--- src/pkg/sic_pkg.sv ---
// Register map, field positions and reset values of the serial control/status block
package sic_pkg;
	localparam int SIC_AW = 6;
	// Register byte offsets
	localparam logic [5:0] SIC_OFF_CTRL1 = 6'h00;
	localparam logic [5:0] SIC_OFF_CTRL2 = 6'h04;
	localparam logic [5:0] SIC_OFF_STS = 6'h08;
	localparam logic [5:0] SIC_OFF_DATA = 6'h0C;
	localparam logic [5:0] SIC_OFF_POLY = 6'h10;
	localparam logic [5:0] SIC_OFF_RX_CHECKSUM = 6'h14;
	localparam logic [5:0] SIC_OFF_TX_CHECKSUM = 6'h18;
	localparam logic [5:0] SIC_OFF_I2S = 6'h1C;
	localparam logic [5:0] SIC_OFF_CLKP = 6'h20;
	// Reset values and writable masks
	localparam logic [15:0] SIC_RST_ZERO = 16'h0000;
	localparam logic [15:0] SIC_RST_POLY = 16'h0007;
	localparam logic [15:0] SIC_RST_CLKP = 16'h0002;
	localparam logic [15:0] SIC_MSK_CTRL2 = 16'h01E7;
	localparam logic [15:0] SIC_MSK_I2S = 16'h0FBF;
	localparam logic [15:0] SIC_MSK_CLKP = 16'h0FFF;
	// First control register fields
	localparam int SIC_C1_CRCEN = 13;
	localparam int SIC_C1_WIDE = 11;
	localparam int SIC_C1_DIVLO = 3;
	localparam int SIC_C1_MASTER = 2;
	// Second control register fields: divider top bit, interrupt enables, hardware select, DMA
	localparam int SIC_C2_DIVHI = 8;
	localparam int SIC_C2_TXEIE = 7;
	localparam int SIC_C2_RXFIE = 6;
	localparam int SIC_C2_ERROR_IRQ_ENABLE = 5;
	localparam int SIC_C2_HWSEL = 2;
	localparam int SIC_C2_TXDMA = 1;
	localparam int SIC_C2_RXDMA = 0;
	// Status fields
	localparam int SIC_ST_BUSY = 7;
	localparam int SIC_ST_OVR = 6;
	localparam int SIC_ST_MMF = 5;
	localparam int SIC_ST_CRC = 4;
	localparam int SIC_ST_UDR = 3;
	localparam int SIC_ST_SIDE = 2;
	localparam int SIC_ST_TXE = 1;
	localparam int SIC_ST_RXF = 0;
	// Audio configuration fields
	localparam int SIC_I2_MODE = 11;
	localparam int SIC_I2_EN = 10;
	localparam int SIC_I2_ROLE = 8;
	localparam int SIC_I2_PCMLONG = 7;
	localparam int SIC_I2_STD = 4;
	localparam int SIC_I2_CKPOL = 3;
	localparam int SIC_I2_LEN = 1;
	localparam int SIC_I2_CH32 = 0;
	localparam logic [1:0] SIC_LEN_16 = 2'h0;
	// Audio prescaler fields
	localparam int SIC_CP_MCLKOE = 9;
	localparam int SIC_CP_ODD = 8;
endpackage

--- src/rtl/sic_regs.sv ---
// Control, status, data, checksum and audio configuration registers of the serial controller
// Function
// - Divider select top bit in control2 bit8
// - Buffer empty/full interrupt enables bits 7,6
// - Error interrupt enable bit5 gates errors
// - Master hardware select drives select low
// - DMA transmit/receive requests gated by enables
// - Status bit7 reports busy
// - Receive overrun flag at status bit6
// - Fault cleared by status access then control1 write
// - Checksum mismatch cleared by writing zero
// - Underrun flag cleared by status read
// - Status bit2 shows current audio side in audio mode, zero otherwise
// - Tx empty resets one, rx full zero
// - Sixteen-bit data register, byte frames low
// - Writable polynomial, reset 0x0007
// - Checksums accumulate outside audio mode, zeroed when disabled
// - Eight or sixteen bit checksum per width
// - Audio mode, enable and role bits
// - Framing standard and pulse sync length
// - Audio clock idle level bit3
// - Sample length, channel width forced otherwise
// - Master clock output enable bit9
// - Audio divider twice value plus odd
// - Baud divide is two power select+1 up to select 9, zero above
`timescale 1ns/1ps
module sic_regs (
	input wire logic clk,
	input wire logic resetn,
	input wire logic [sic_pkg::SIC_AW-1:0] addr,
	input wire logic [15:0] wdata,
	input wire logic wr,
	input wire logic rd,
	output logic [15:0] rdata,
	input wire logic busy,
	input wire logic rx_valid,
	input wire logic [15:0] rx_word,
	input wire logic tx_take,
	output logic [15:0] tx_word,
	output logic tx_ready,
	input wire logic mode_fault_evt,
	input wire logic crc_err_evt,
	input wire logic underrun_evt,
	input wire logic audio_side,
	output logic irq,
	output logic tx_dma_req,
	output logic rx_dma_req,
	output logic sel_out,
	output logic sel_oe,
	output logic spi_master,
	output logic frame_wide,
	output logic [3:0] baud_divider_select,
	output logic [10:0] baud_ratio,
	output logic audio_mode_select,
	output logic audio_enable,
	output logic [1:0] audio_role_select,
	output logic [1:0] audio_framing_select,
	output logic pulse_code_sync_length,
	output logic audio_clock_idle_level,
	output logic [1:0] audio_sample_length,
	output logic audio_ch32,
	output logic [10:0] audio_divider,
	output logic audio_master_clock_out_enable
);
	import sic_pkg::*;

	typedef struct packed {
		logic [15:0] ctrl1;
		logic [15:0] ctrl2;
		logic ovr;
		logic mmf;
		logic crcerr;
		logic udr;
		logic txe;
		logic rxf;
		logic sts_seen;
		logic ovr_armed;
		logic [15:0] tx_buf;
		logic [15:0] rx_buf;
		logic [15:0] poly;
		logic [15:0] rx_checksum;
		logic [15:0] tx_checksum;
		logic [15:0] i2s;
		logic [15:0] clkp;
		logic [15:0] rdata;
		logic [15:0] tx_word;
	} sic_state_s;

	sic_state_s st_r;
	sic_state_s st_nxt;
	logic wide;
	logic spi_side;
	logic [15:0] sts_word;

	// Serial checksum step, MSB first, over a byte or a half-word
	function automatic logic [15:0] sic_crc_step(input logic [15:0] crc, input logic [15:0] d,
		input logic [15:0] poly, input logic w);
		logic [15:0] c;
		logic fb;
		c = crc;
		fb = 1'b0;
		for (int i = 15; i >= 0; i--) begin
			if (w || i < 8) begin
				fb = (w ? c[15] : c[7]) ^ d[i];
				c = {c[14:0], 1'b0};
				if (fb) begin
					c = c ^ poly;
				end
			end
		end
		if (!w) begin
			c[15:8] = 8'h00;
		end
		return c;
	endfunction

	// Byte frames keep only the low byte
	function automatic logic [15:0] sic_frame(input logic [15:0] d, input logic w);
		return w ? d : {8'h00, d[7:0]};
	endfunction

	assign wide = st_r.ctrl1[SIC_C1_WIDE];
	assign spi_side = !st_r.i2s[SIC_I2_MODE];

	// Status word as software sees it
	always_comb begin
		sts_word = SIC_RST_ZERO;
		sts_word[SIC_ST_BUSY] = busy;
		sts_word[SIC_ST_OVR] = st_r.ovr;
		sts_word[SIC_ST_MMF] = st_r.mmf;
		sts_word[SIC_ST_CRC] = st_r.crcerr;
		sts_word[SIC_ST_UDR] = st_r.udr;
		sts_word[SIC_ST_SIDE] = !spi_side & audio_side;
		sts_word[SIC_ST_TXE] = st_r.txe;
		sts_word[SIC_ST_RXF] = st_r.rxf;
	end

	// Next state: bus writes, reads with side effects, engine events
	always_comb begin
		st_nxt = st_r;
		st_nxt.rdata = SIC_RST_ZERO;
		if (wr) begin
			unique case (addr)
				SIC_OFF_CTRL1: begin
					st_nxt.ctrl1 = wdata;
					if (st_r.sts_seen) begin
						st_nxt.mmf = 1'b0;
					end
					st_nxt.sts_seen = 1'b0;
				end
				SIC_OFF_CTRL2: st_nxt.ctrl2 = wdata & SIC_MSK_CTRL2;
				SIC_OFF_STS: begin
					st_nxt.sts_seen = 1'b1;
					if (!wdata[SIC_ST_CRC]) begin
						st_nxt.crcerr = 1'b0;
					end
				end
				SIC_OFF_DATA: begin
					st_nxt.tx_buf = sic_frame(wdata, wide);
					st_nxt.txe = 1'b0;
				end
				SIC_OFF_POLY: st_nxt.poly = wdata;
				SIC_OFF_I2S: st_nxt.i2s = wdata & SIC_MSK_I2S;
				SIC_OFF_CLKP: st_nxt.clkp = wdata & SIC_MSK_CLKP;
				default: ;
			endcase
		end
		if (rd) begin
			unique case (addr)
				SIC_OFF_CTRL1: st_nxt.rdata = st_r.ctrl1;
				SIC_OFF_CTRL2: st_nxt.rdata = st_r.ctrl2;
				SIC_OFF_STS: begin
					st_nxt.rdata = sts_word;
					st_nxt.sts_seen = 1'b1;
					st_nxt.udr = 1'b0;
					st_nxt.ovr_armed = st_r.ovr;
				end
				SIC_OFF_DATA: begin
					st_nxt.rdata = st_r.rx_buf;
					st_nxt.rxf = 1'b0;
					if (st_r.ovr_armed) begin
						st_nxt.ovr = 1'b0;
					end
					st_nxt.ovr_armed = 1'b0;
				end
				SIC_OFF_POLY: st_nxt.rdata = st_r.poly;
				SIC_OFF_RX_CHECKSUM: st_nxt.rdata = st_r.rx_checksum;
				SIC_OFF_TX_CHECKSUM: st_nxt.rdata = st_r.tx_checksum;
				SIC_OFF_I2S: st_nxt.rdata = st_r.i2s;
				SIC_OFF_CLKP: st_nxt.rdata = st_r.clkp;
				default: st_nxt.rdata = SIC_RST_ZERO;
			endcase
		end
		// Engine takes the transmit word
		if (tx_take && !st_r.txe) begin
			st_nxt.tx_word = st_r.tx_buf;
			st_nxt.txe = 1'b1;
			if (st_r.ctrl1[SIC_C1_CRCEN] && spi_side) begin
				st_nxt.tx_checksum = sic_crc_step(st_r.tx_checksum, st_r.tx_buf, st_r.poly, wide);
			end
		end
		// Engine delivers a received word; a full buffer overflows
		if (rx_valid) begin
			if (st_r.rxf) begin
				st_nxt.ovr = 1'b1;
			end else begin
				st_nxt.rx_buf = sic_frame(rx_word, wide);
			end
			st_nxt.rxf = 1'b1;
			if (st_r.ctrl1[SIC_C1_CRCEN] && spi_side) begin
				st_nxt.rx_checksum = sic_crc_step(st_r.rx_checksum, sic_frame(rx_word, wide), st_r.poly, wide);
			end
		end
		// Checksums stay cleared while disabled
		if (!st_r.ctrl1[SIC_C1_CRCEN]) begin
			st_nxt.rx_checksum = SIC_RST_ZERO;
			st_nxt.tx_checksum = SIC_RST_ZERO;
		end
		// Error events win over clears
		if (mode_fault_evt) begin
			st_nxt.mmf = 1'b1;
		end
		if (crc_err_evt && spi_side) begin
			st_nxt.crcerr = 1'b1;
		end
		if (underrun_evt && !spi_side) begin
			st_nxt.udr = 1'b1;
		end
	end

	// State register
	always_ff @(posedge clk or negedge resetn) begin
		if (!resetn) begin
			st_r <= '0;
			st_r.txe <= 1'b1;
			st_r.poly <= SIC_RST_POLY;
			st_r.clkp <= SIC_RST_CLKP;
		end else begin
			st_r <= st_nxt;
		end
	end

	// Outputs
	assign rdata = st_r.rdata;
	assign tx_word = st_r.tx_word;
	assign tx_ready = !st_r.txe;
	assign irq = (st_r.ctrl2[SIC_C2_TXEIE] & st_r.txe)
		| (st_r.ctrl2[SIC_C2_RXFIE] & st_r.rxf)
		| (st_r.ctrl2[SIC_C2_ERROR_IRQ_ENABLE] & (st_r.ovr | st_r.mmf | st_r.crcerr | st_r.udr));
	assign tx_dma_req = st_r.ctrl2[SIC_C2_TXDMA] & st_r.txe;
	assign rx_dma_req = st_r.ctrl2[SIC_C2_RXDMA] & st_r.rxf;
	assign spi_master = st_r.ctrl1[SIC_C1_MASTER];
	assign sel_oe = spi_master & st_r.ctrl2[SIC_C2_HWSEL];
	assign sel_out = 1'b0;
	assign frame_wide = wide;
	assign baud_divider_select = {st_r.ctrl2[SIC_C2_DIVHI], st_r.ctrl1[SIC_C1_DIVLO +: 3]};
	assign baud_ratio = 11'h002 << baud_divider_select;
	assign audio_mode_select = st_r.i2s[SIC_I2_MODE];
	assign audio_enable = st_r.i2s[SIC_I2_EN];
	assign audio_role_select = st_r.i2s[SIC_I2_ROLE +: 2];
	assign audio_framing_select = st_r.i2s[SIC_I2_STD +: 2];
	assign pulse_code_sync_length = st_r.i2s[SIC_I2_PCMLONG];
	assign audio_clock_idle_level = st_r.i2s[SIC_I2_CKPOL];
	assign audio_sample_length = st_r.i2s[SIC_I2_LEN +: 2];
	assign audio_ch32 = st_r.i2s[SIC_I2_CH32] | (audio_sample_length != SIC_LEN_16);
	assign audio_divider = {st_r.clkp[11:10], st_r.clkp[7:0], 1'b0} + {10'h000, st_r.clkp[SIC_CP_ODD]};
	assign audio_master_clock_out_enable = st_r.clkp[SIC_CP_MCLKOE];
endmodule

--- config.mk ---
export PLATFORM = sky130hd
export DESIGN_NAME = sic_regs
export DESIGN_NICKNAME = d
export VERILOG_FILES = /design/src/pkg/sic_pkg.sv /design/src/rtl/sic_regs.sv
export SDC_FILE = /design/constraint.sdc
export NUM_CORES = 1
export LEC_CHECK = 0
export BUFFER_PORTS_ARGS = -buffer_cell sky130_fd_sc_hd__buf_2
export CORE_ASPECT_RATIO = 0.8
export CORE_MARGIN = 2
export CORE_UTILIZATION = 26
export CTS_BUF_LIST = sky130_fd_sc_hd__clkbuf_16
export DETAILED_ROUTE_END_ITERATION = 10
export PLACE_DENSITY = 0.4
export SETUP_SLACK_MARGIN = 0.15
export SYNTH_ARGS = -nofsm -noshare
export SYNTH_HDL_FRONTEND = slang
export SYNTH_SLANG_ARGS = --single-unit
--- constraint.sdc ---
create_clock -name clk -period 15.7 [get_ports clk]
set_clock_uncertainty 0.15 [all_clocks]
set_input_delay 1.57 -clock clk [delete_from_list [all_inputs] [get_ports clk]]
set_output_delay 1.57 -clock clk [all_outputs]
set_load 0.02 [all_outputs]
# After elaboration in Yosys (flattened, before gate mapping)

Index checks and enable logic that the tools add are counted.

Multipliers: 0
Magnitude comparators: 0
Shift-type cells: 1
Bitwise operators: 78
Reductions and logical operators: 35
Divide/modulo/power cells: 0
$add $sub $neg: 1
Equal/unequal tests: 12
Muxes and demuxes: 175

Operators by type and width:

| cell                                             | number |
|---|---|
| 2-to-1 mux 16 bit                                | 115 |
| bitwise XOR 16 bit                               | 32 |
| one-hot mux 16 bit (9 select lines)              | 1 |
| 2-to-1 mux 1 bit                                 | 52 |
| 2-to-1 mux 32 bit                                | 1 |
| bitwise XOR 1 bit                                | 32 |
| AND reduction 2 bit                              | 13 |
| nonzero test 2 bit                               | 13 |
| == test 6 x 5 -> 1 bit, second input constant    | 4 |
| 2-to-1 mux 8 bit                                 | 2 |
| == test 6 x 4 -> 1 bit, second input constant    | 2 |
| adder 11 x 1 -> 11 bit                           | 1 |
| left shift 2 x 4 -> 11 bit, first input constant | 1 |
| bitwise AND 1 bit                                | 7 |
| == test 6 x 3 -> 1 bit, second input constant    | 1 |
| == test 6 bit, second input constant             | 1 |
| logical NOT 6 bit                                | 1 |
| != test 2 x 1 -> 1 bit, second input constant    | 3 |
| bitwise OR 1 bit                                 | 6 |
| AND reduction 3 bit                              | 2 |
| logical AND 1 bit                                | 4 |
| one-hot mux 1 bit (2 select lines)               | 2 |
| 2-to-1 mux 3 bit                                 | 1 |
| logical NOT 1 bit                                | 2 |
| other kinds (3)                                  | 3 |

RAM bits: 0
Logic and storage cells: 321
Memory bits (read-only): 0
Bits in registers: 166
Input port bits: 49
Bits in latches: 0
Output and inout bits: 78
Memories kept: 0

# Longest topological paths before layout

Gate-level depths: netlist (run 1).

Word-level depth: 90
Gate-level depth with buffers: 38
Mapped depth without buffers: 31

# Least setup slack after synthesis (run 1)

Ideal clock, no wire load.

Path kind: in2reg
From: input rx_word[15]
To: register st_r[93] (netlist bit)
Setup time: 0.121 ns
Path buffers: 3
Stages on the path: 34
Arrival time: 9.895 ns
Path slack: 5.534 ns
Data required time: 15.429 ns
Cells stage by stage: xnor2_1 -> nand2_1 -> a21oi_1 -> xnor3_1 -> or3_1 -> nand3_1 -> xnor3_1 -> xor2_1 -> and3_1 -> a2111oi_1 -> nand2_1 -> xnor3_1 -> mux2_2 -> a21oi_1 -> o311a_1 -> or4_1 -> a32o_1 -> a32oi_1 -> a22o_1 -> a21oi_1 -> or3_1 -> buf_2 -> a311o_1 -> o2111a_1 -> nand2_1 -> buf_4 -> and2_1 -> o211ai_1 -> a2111o_1 -> o2111ai_1 -> buf_2 -> nor3_1 -> xnor2_1 -> a22o_1

Cells in the longest elaborated chain, start to end: 90

Ends and longest elaborated chain:

| item                   | RTL line        | text |
|---|---|---|
| start: declaration     | sic_regs.sv:37  | `input wire logic [15:0] rx_word,` |
| 2-to-1 mux 16 bit (*)  | sic_regs.sv:119 | `return w ? d : {8'h00, d[7:0]};` |
| bitwise XOR 1 bit (*)  | sic_regs.sv:104 | `fb = (w ? c[15] : c[7]) ^ d[i];` |
| 2-to-1 mux 16 bit (*)  | sic_regs.sv:106 | `if (fb) begin` |
| 2-to-1 mux 16 bit (*)  | sic_regs.sv:103 | `if (w \|\| i < 8) begin` |
| 2-to-1 mux 16 bit (*)  | sic_regs.sv:210 | `if (st_r.ctrl1[SIC_C1_CRCEN] && spi_side) begin` |
| 2-to-1 mux 16 bit (*)  | sic_regs.sv:203 | `if (rx_valid) begin` |
| 2-to-1 mux 1 bit       | sic_regs.sv:104 |  |
| bitwise XOR 1 bit      | sic_regs.sv:104 |  |
| [... 74 more ...]      | --              |  |
| 2-to-1 mux 16 bit (*)  | sic_regs.sv:203 |  |
| 2-to-1 mux 1 bit       | sic_regs.sv:104 |  |
| bitwise XOR 1 bit      | sic_regs.sv:104 |  |
| 2-to-1 mux 16 bit (*)  | sic_regs.sv:106 |  |
| 2-to-1 mux 8 bit (*)   | sic_regs.sv:111 | `if (!w) begin` |
| 2-to-1 mux 16 bit (*)  | sic_regs.sv:210 |  |
| 2-to-1 mux 16 bit (*)  | sic_regs.sv:203 |  |
| 2-to-1 mux 32 bit (*)  | sic_regs.sv:215 | `if (!st_r.ctrl1[SIC_C1_CRCEN]) begin` |
| end signal: assignment | sic_regs.sv:239 | `st_r <= st_nxt;` |
| end: declaration       | sic_regs.sv:89  | `sic_state_s st_r;` |

Every way passes the cells marked *; elsewhere a longest branch is shown, timed or not. The select of a mux whose other input is x is not followed.
A chain may end at the register's enable or synchronous reset.

# Worst setup path after layout (run 1)

From: register st_r[111] (netlist bit)
To: register st_r[82] (netlist bit)

Cells in the longest elaborated chain, start to end: 88

Ends and longest elaborated chain:

| item                  | RTL line        | text |
|---|---|---|
| bitwise XOR 16 bit    | sic_regs.sv:107 | `c = c ^ poly;` |
| 2-to-1 mux 16 bit     | sic_regs.sv:106 |  |
| 2-to-1 mux 16 bit     | sic_regs.sv:103 |  |
| 2-to-1 mux 16 bit     | sic_regs.sv:210 |  |
| 2-to-1 mux 16 bit     | sic_regs.sv:203 |  |
| 2-to-1 mux 1 bit      | sic_regs.sv:104 |  |
| bitwise XOR 1 bit     | sic_regs.sv:104 |  |
| 2-to-1 mux 16 bit     | sic_regs.sv:106 |  |
| [... 72 more ...]     | --              |  |
| 2-to-1 mux 16 bit (*) | sic_regs.sv:210 |  |
| 2-to-1 mux 16 bit (*) | sic_regs.sv:203 |  |
| 2-to-1 mux 1 bit      | sic_regs.sv:104 |  |
| bitwise XOR 1 bit     | sic_regs.sv:104 |  |
| 2-to-1 mux 16 bit (*) | sic_regs.sv:106 |  |
| 2-to-1 mux 16 bit (*) | sic_regs.sv:210 |  |
| 2-to-1 mux 16 bit (*) | sic_regs.sv:203 |  |
| 2-to-1 mux 32 bit (*) | sic_regs.sv:215 |  |

Marked as above.

==> out/qor.txt, run 1 <==
diode count - 0
Worst slew margin - 0.119
critical path class - reg -> reg
Die H - 248 um
Post-synth EDFFs - 0
status - finished, final reports clean
Worst Hold Path EP - tx_word[12]
I/O Buffers - 124
total CTS buffers - 17
core area - 0.0736 mm2
Starting Density - 0.262
R2R cell count - 33
net load switching power - 2.28 mW
share of the yosys chip area belonging to registers - 0.216
CP Buf/Inv Count - 4
global-route wire length before repair - 124,000 um
crit start category - register
routability cong. - 0.894
largest delay contributor family on the critical path - compound AO/OA/AOI/OAI gates
Clock Sinks - 166
Yosys warning total - 0
Clock Latency Late Sink - 0.46 ns
H-tree Lvls - 4
cells after synthesis - 2,473
Setup TNS - 0 ns
Root Buffer Master - clkbuf_16
r2r endpoint - st_r[82]
worst flop-to-flop path startpoint - st_r[111]
RSZ-0062 raised after global routing - false
share of cells above drive strength 1 - 0.153
dpl cells - 3,416
sequential share of power - 0.140
antenna violations before repair - 2
worst-path fanout max - 35
CP max-delay cell - nor3_1
Die Span X - 308 um
Max Cap Viol - 0
measured slew at the worst slew-check pin - 1.31 ns
Hold Path Class - reg -> reg
total die area - 0.0763 mm2
Top FF cell, synth - dfrtp_1
Finish-stage setup viols - 0
switching share of power - 0.541
Crit. End Element - register
Fin. Hold Viols - 0
DR vias - 18,800
PwrDens - 200 mW/mm2
# IOs - 127
TritonCTS clock tree - yes
vias in the first global route - 17,900
internal power - 1.93 mW
clock-pin slew on the worst setup and hold paths - 0.07 ns
maximum vdd drop - 86.3 uV
Via density - 5.46
Area growth, synth to finish - 9.30%
Final Max Tran Viols - 0
library cells used by synthesis - 101
CP Launch Point - st_r[111]
largest net degree at the start of global routing - 142
Mapped Avg Cell Area - 7.79 um2
Non-Filler Instances - 3,448
R2R setup slack - 2.46 ns
DRT Pass-1 Iters - 9
post-route antenna net violation count - 0
Post-CTS Setup Repair Bufs - 0
synthesized area - 0.0193 mm2
total congestion overflow - 0
CP max stage delay - 1.00 ns
Comb pwr share - 0.756
# fillers - 7,903
drt drc - 0
hold buffers post-CTS - 0
CTS Buffer Depth - 2
Synth Register Bits - 166
min-delay src - tx_word[12]
Post-DP HPWL - 61,900 um
clock power share - 0.104
worst path required time - 15.91 ns
Final #Nets - 2,483
GRT Resource Usage Total - 0.220
Post-Route WL - 85,400 um
WP data arrival - 13.45 ns
static leakage - 8.02 nW
Final Critical Period - 13.24 ns
routed len/inst - 24.8 um
Site Rows - 89
asr flop ratio synth - 1.00
Max Freq - 75.5 MHz
fin crit share - 0.844
hold depth - 2
Resize count post-CTS - 0
initial DRC count - 2,122
==> worst min-delay path, delay by kind of cell (launching register included) <==
kind | cells | cell delay, ns
AOI/OAI and AO/OA | 1 | 0.06
DFF | 1 | 0.35
and+or+nand+nor | 1 | 0.05
==> cell usage in the layout, fill, tap and decap left out, types with 9 or more instances in the layout <==
master | synthesis | layout
a311oi_1 | 9 | 9
nand4_1 | 30 | 30
nand3_1 | 73 | 72
xnor3_1 | 17 | 17
nor4_1 | 26 | 24
a31oi_1 | 20 | 20
nand2b_1 | 16 | 16
o2111ai_1 | 11 | 11
a32oi_1 | 9 | 9
xnor2_1 | 365 | 365
a21o_1 | 13 | 13
o21ai_0 | 92 | 92
clkbuf_16 | 0 | 17
and3_1 | 34 | 34
or3_1 | 19 | 19
buf_2 | 14 | 123
or2_2 | 11 | 11
a21oi_1 | 97 | 97
a22o_1 | 26 | 26
a221oi_1 | 12 | 12
xor2_1 | 74 | 74
o211ai_1 | 25 | 25
mux2i_1 | 51 | 51
nor2_1 | 126 | 126
and2_1 | 16 | 16
o31ai_1 | 17 | 17
buf_4 | 57 | 55
inv_1 | 34 | 35
dfrtp_1 | 161 | 158
mux2_2 | 95 | 95
nand2_1 | 449 | 449
nor3_1 | 74 | 72
nor2b_1 | 22 | 22
a211oi_1 | 18 | 18
==> how the worst max path moves through the flow <==
| stage | end | slack [ns] | cells after the start |
|---|---|---|---|
| 6_report | st_r[82] | 2.46 | 33 |
| 5_1_grt | st_r[82] | 1.29 | 33 |
| 4_1_cts | st_r[82] | 2.71 | 33 |
| 3_5_place_dp | st_r[82] | 2.30 | 32 |
| 3_3_place_gp | st_r[82] | 2.86 | 32 |
| 2_1_floorplan | st_r[93] | 5.53 | 34 |
==> state kept, by name, indices dropped and copies added, names as in the netlist <==
register / cells
baud_divider_select: 4
tx_word: 16
audio_role_select: 2
audio_sample_length: 2
audio_master_clock_out_enable: 1
audio_clock_idle_level: 1
rdata: 16
st_r: 117
audio_framing_select: 2
frame_wide: 1
audio_enable: 1
pulse_code_sync_length: 1
audio_mode_select: 1
spi_master: 1
==> layer usage <==
metal	routed length, um	GRT usage	part of all wire	vias to the layer above
met3	5700	0.0279	0.067	92
li1	-	-	-	8548
met5	13	0	0.00015	-
met1	41200	0.326	0.48	9435
met4	1850	0.0529	0.022	2
met2	36600	0.334	0.43	758
==> power by group through the flow <==
| stage | clock (mW) | sequential, mW | combinational, mW |
|---|---|---|---|
| final | 0.438 | 0.587 | 3.18 |
| after global routing | 0.462 | 0.596 | 3.44 |
| after CTS | 0.450 | 0.587 | 3.15 |
| after detailed placement | 0 | 0.595 | 3.12 |
| after global placement | 0 | 0.594 | 3.11 |
| after floorplan | 0 | 0.535 | 2.48 |
==> Yosys cell counts (7+ instances only) <==
cell	n	share of area
a22o_1	26	0.012
a211oi_1	18	0.0070
o21ai_1	8	0.0021
a32oi_1	9	0.0041
o2111ai_1	11	0.0050
and2_1	16	0.0052
nor2_1	126	0.025
a22oi_1	8	0.0031
nand3_1	73	0.019
nor4_1	26	0.0084
a311o_1	7	0.0036
nor2b_1	22	0.0071
o21ai_0	92	0.024
or2_2	11	0.0036
or3_1	19	0.0062
o22ai_1	8	0.0026
buf_2	14	0.0036
mux2_2	95	0.056
a311oi_1	9	0.0041
or4_1	8	0.0031
a211o_1	8	0.0036
nor3_1	74	0.019
inv_1	34	0.0066
nand2_1	449	0.087
xor2_1	74	0.034
buf_1	22	0.0043
o211ai_1	25	0.0097
a221oi_1	12	0.0055
a21o_1	13	0.0051
xnor2_1	365	0.17
buf_4	57	0.022
o31ai_1	17	0.0066
xnor3_1	17	0.020
dfrtp_1	161	0.21
clkbuf_1	144	0.028
nand4_1	30	0.0097
nand2b_1	16	0.0052
a21oi_1	97	0.025
mux2i_1	51	0.026
and3_1	34	0.011
a31oi_1	20	0.0065
==> layout make-up <==
type                       instances  area [um2]  share of cell area
sequential                       166        4170               0.198
multi-input combinational       2032       13900               0.658
timing repair buffer             180        1060              0.0504
tap                             1001        1250              0.0594
clock buffer                      17         425              0.0202
inverter                          37         139             0.00659
clock inverter                    15         159             0.00754
==> through the flow <==
step           cell area [um2]  hold WS [ns]   util  setup slack [ns]  total power [mW]
6_report                 21100         0.339  0.286              2.46              4.21
5_1_grt                  21100         0.368  0.286              1.29              4.49
4_1_cts                  21100         0.347  0.286              2.71              4.18
3_5_place_dp             20500         0.329  0.278              2.30              3.72
3_3_place_gp             20500         0.318  0.278              2.86              3.70
2_1_floorplan            19300         0.300      -              5.53              3.01
==> kinds of logic (layout without fill, tap and decap cells) <==
group | count (synthesis) | count (layout) | share of synthesized area
buffers and inverters | 276 | 249 | 0.0665
flip-flops | 166 | 166 | 0.216
AO/OA/AOI/OAI | 473 | 473 | 0.176
AND/OR/NAND/NOR | 949 | 949 | 0.234
XOR/XNOR | 462 | 462 | 0.226
other | 1 | 2 | 0.000195
multiplexers | 146 | 146 | 0.0820
No activity file was read; power rests on OpenSTA's default activity.
==> run 2, diff against run 1 <==
Settings changed: ABC_AREA from default to 1, PLACE_DENSITY 0.4 to 0.41.
Clock period 15.7 ns to 10.64 ns, I/O delays scaled along.
==> out/qor.txt, run 2 <==
Max Cap Viol - 0
Starting Density - 0.264
largest net degree at the start of global routing - 98
Final Critical Period - 9.53 ns
vias in the first global route - 17,900
R2R cell count - 85
Area growth, synth to finish - 8.77%
Top FF cell, synth - dfrtp_1
Final Util - 0.287
Worst slew margin - 0.181
hold depth - 2
total congestion overflow - 0
Root Buffer Master - clkbuf_16
WP data arrival - 9.72 ns
crit-path most repeated cell - nand2_1
post-route antenna net violation count - 0
DP Area - 0.0199 mm2
hold buffers post-CTS - 0
Design Area, Final - 0.0208 mm2
total die area - 0.0756 mm2
# IOs - 127
Post-synth EDFFs - 0
core area - 0.0723 mm2
Site Rows - 88
min-delay src - tx_word[7]
DRT Pass-1 Iters - 6
Synth Register Bits - 166
synth cell count leaders - nand2_1 (1,019), nand3_1 (294), inv_1 (227)
Via density - 4.94
Most flops, register - st_r
Post-DP HPWL - 66,400 um
CP max-delay cell - dfrtp_4
I/O Buffers - 124
Mapped Avg Cell Area - 6.37 um2
worst path required time - 10.83 ns
DR vias - 19,600
Yosys warning total - 0
Synth area leaders - dfrtp_1 (21%), nand2_1 (20%), xor2_1 (8.9%)
CTS Buffer Depth - 2
Worst Hold Path EP - tx_word[7]
Finish-stage setup viols - 0
share of cells above drive strength 1 - 0.147
worst flop-to-flop path startpoint - frame_wide
diode count - 0
Clock Sinks - 166
count leader, synth - nand2_1
status - finished, final reports clean
initial DRC count - 2,352
area leader, netlist - dfrtp_1
max reg flops - 117
Die H - 246 um
Post-Route WL - 89,100 um
Hold Path Class - reg -> reg
most frequent cells in the layout - nand2_1 (1,017), nand3_1 (291), inv_1 (227), nor2_1 (197)
dpl cells - 3,920
commonest non-fill, non-tap cell in the layout - nand2_1
Final #Nets - 3,053
WHS - 0.335 ns
asr flop ratio synth - 1.00
Max Freq - 105 MHz
share of the yosys chip area belonging to registers - 0.218
routed len/inst - 22.5 um
R2R setup slack - 1.11 ns
critical path class - reg -> reg
synthesized area - 0.0191 mm2
worst-path fanout max - 23
cells after synthesis - 2,994
CP max stage delay - 0.55 ns
fin crit share - 0.896
RSZ-0062 raised after global routing - false
total CTS buffers - 17
measured slew at the worst slew-check pin - 1.23 ns
GRT Resource Usage Total - 0.233
library cells used by synthesis - 51
Fin. Hold Viols - 0
# fillers - 8,102
routability cong. - 0.930
H-tree Lvls - 4
Crit. End Element - register
antenna violations before repair - 4
Final Max Tran Viols - 0
TritonCTS clock tree - yes
Non-Filler Instances - 3,962
r2r endpoint - st_r[71]
clock-pin slew on the worst setup and hold paths - 0.08 ns
drt drc - 0
top cell type's share of synthesized area - 0.211
Die Span X - 307 um
global-route wire length before repair - 129,000 um
Clock Latency Late Sink - 0.47 ns
crit start category - register
[run 2: cell types whose count changed after synthesis, moves of 63 or more]
cell and delta:
nand2_1 +570, xnor2_1 -262, nand3_1 +221, inv_1 +193
xor2_1 +119, o21ai_0 +103, mux2_2 -95, nand2_2 +87
clkbuf_1 -81, nor2_1 +73, nor3_1 -64, a21oi_1 -63
[run 2: worst max-delay path by stage]
stage	start	end	slack, ns	cells past startpoint
after floorplan	rx_word[15]	st_r[94]	2.93	78
after global placement	rx_word[15]	st_r[90]	-0.07	77
after detailed placement	rx_word[15]	st_r[90]	-0.11	77
after CTS	frame_wide	st_r[90]	0.27	78
after global routing	frame_wide	st_r[69]	0.14	86
final	frame_wide	st_r[71]	1.11	85
[run 2: logic make-up after synthesis]
kind of cell,after synthesis,synth area share
and+or+nand+nor,1723,0.409
DFF,166,0.218
buffers and inverters,461,0.132
other,1,0.000196
AOI/OAI and AO/OA,342,0.0994
xor gates and xnor gates,301,0.142
[run 2: area by class of cell]
type                    count  area, um2  share of cell area
well taps                 945       1180              0.0570
repair buffers            207       1290              0.0620
multi-input cells        2368      12600               0.606
clock buffers              17        425              0.0205
clock inverters            15        181             0.00874
flip-flops and latches    166       4170               0.201
inverters                 244        941              0.0453
[run 2: metal layers]
layer	vias up	GRT usage	share of wire
met5	-	0	0
met4	0	0.0418	0.015
met3	58	0.0491	0.088
met2	803	0.317	0.39
met1	9271	0.368	0.51
li1	9458	-	-
[run 2: stage by stage]
step	worst slack, ns	TNS, ns
finish	1.11	0
global route	0.138	0
CTS	0.272	0
detailed placement	-0.113	-0.848
global placement	-0.0666	-0.369
floorplan	2.93	0
[run 2: critical path: cells and delay by family (launching register included)]
family / cells / cell delay [ns]
DFF: 1 / 0.55
and+or+nand+nor: 80 / 7.86
buffers and inverters: 4 / 0.70
AOI/OAI and AO/OA: 1 / 0.12
[run 2: what timing repair did]
action / 4_1_cts / 5_1_grt
pin swaps: 0 / 6
setup buffers: 0 / 10
endpoints found under the setup margin: 10 / 32
resized for setup: 2 / 35
Power of run 2 is not shown: default switching activity piles up to over one toggle a cycle in this logic, so the estimate is an artifact.
==> run 3, diff against run 2 <==
Settings changed: PLACE_DENSITY 0.41 to 0.4.
Clock period 10.64 ns to 9.3 ns, I/O delays scaled along.
==> out/qor.txt, run 3 (synthesis gave the netlist of run 2 again) <==
DR vias - 20,300
CP Launch Point - frame_wide
crit start category - register
initial DRC count - 2,200
r2r endpoint - st_r[71]
routed len/inst - 22.2 um
Design Area, Final - 0.0226 mm2
Crit. End Element - register
worst flop-to-flop path startpoint - frame_wide
largest delay contributor family on the critical path - simple AND/OR/NAND/NOR gates
Post-Route WL - 89,700 um
H-tree Lvls - 4
Most flops, register - st_r
Clock Sinks - 166
largest net degree at the start of global routing - 103
Max Freq - 116 MHz
Max Cap Viol - 0
Die Span X - 307 um
total CTS buffers - 17
Hold Path Class - reg -> reg
total congestion overflow - 0
Via density - 5.02
Finish-stage setup viols - 0
Setup TNS - 0 ns
drt drc - 0
vias in the first global route - 18,500
critical path class - reg -> reg
I/O Buffers - 124
DRT Pass-1 Iters - 6
WP data arrival - 8.84 ns
Area growth, synth to finish - 18.2%
Fin. Hold Viols - 0
Worst slew margin - 0.0633
share of cells above drive strength 1 - 0.212
antenna violations before repair - 1
Die H - 246 um
global-route layer with the greatest usage - met1
routability cong. - 0.897
CP max stage delay - 0.56 ns
RSZ-0062 raised after global routing - true
R2R setup slack - 0.65 ns
M2 GR Usage - 0.328
DP Area - 0.0200 mm2
CTS Buffer Depth - 2
Final #Nets - 3,137
dpl cells - 3,929
post-route antenna net violation count - 0
most frequent cells in the layout - nand2_1 (952), nand3_1 (251), inv_1 (222), nor2_1 (194), xor2_1 (189)
diode count - 0
worst slack, placed - -0.205 ns
TritonCTS clock tree - yes
global-route wire length before repair - 128,000 um
Clock Latency Late Sink - 0.46 ns
commonest non-fill, non-tap cell in the layout - nand2_1
met1 global-route usage - 0.342
worst-path fanout max - 12
Post-DP HPWL - 65,900 um
CP max-delay cell - dfrtp_4
core area - 0.0723 mm2
GRT Resource Usage Total - 0.229
# IOs - 127
R2R cell count - 83
Final Max Tran Viols - 0
worst path required time - 9.49 ns
Final Critical Period - 8.65 ns
clock-pin slew on the worst setup and hold paths - 0.08 ns
Root Buffer Master - clkbuf_16
status - finished, final reports clean
Non-Filler Instances - 4,046
CP Buf/Inv Count - 2
crit-path most repeated cell - nand2_2
critical path capture point - st_r[71]
worst setup margin - 0.648 ns
measured slew at the worst slew-check pin - 1.39 ns
met3 usage - 0.0593
max reg flops - 117
Site Rows - 88
Worst path depth - 83
Starting Density - 0.264
fin crit share - 0.930
total die area - 0.0756 mm2
## run 3: cell count changes in the layout (fill, tap and decap cells not counted), sizes merged
cell	change
clkbuf	+2
clkinvlp	+1
buf	+77
bufinv	-1
nand2	+5
## run 3: how the worst min path moves through the flow
stage                 from     endpoint  slack [ns]  depth (start not counted)
4_1_cts          st_r[178]    st_r[178]        0.34                          2
3_3_place_gp   tx_word[10]  tx_word[10]        0.32                          2
5_1_grt        tx_word[11]  tx_word[11]        0.36                          2
2_1_floorplan     st_r[86]     st_r[86]        0.30                          2
3_5_place_dp      st_r[83]     st_r[83]        0.32                          2
6_report          st_r[83]     st_r[83]        0.34                          2
## run 3: worst register-to-register path, delay by kind of cell (launching register included)
kind                   cells  cell delay (ns)
buffers and inverters      2             0.32
flip-flops                 1             0.56
AND/OR/NAND/NOR           79             7.28
AO/OA/AOI/OAI              2             0.21
## run 3: layer usage
metal	vias to the layer above	part of all wire
li1	9634	-
met1	9753	0.48
met2	853	0.41
met3	88	0.094
met4	0	0.018
met5	-	0
## run 3: final cells by class
class | count | area [um2]
clock buffers | 17 | 425
clock inverters | 15 | 175
fillers | 7982 | 49800
inverters | 244 | 967
multi-input cells | 2373 | 13600
flip-flops and latches | 166 | 4170
well taps | 945 | 1180
repair buffers | 286 | 2070
## run 3: through the flow
step,utilization,hold slack (ns)
5_1_grt,0.312,0.360
3_3_place_gp,0.276,0.317
2_1_floorplan,-,0.299
6_report,0.312,0.336
4_1_cts,0.286,0.342
3_5_place_dp,0.276,0.319
## run 3: timing repair
item	CTS	global route
setup endpoints to repair	32	32
setup buffers	2	77
hold endpoints to repair	0	0
gates cloned	0	6
hold buffers	0	0
pin swaps	2	113
resized for setup	20	272
Power of run 3 is left out for the same reason.
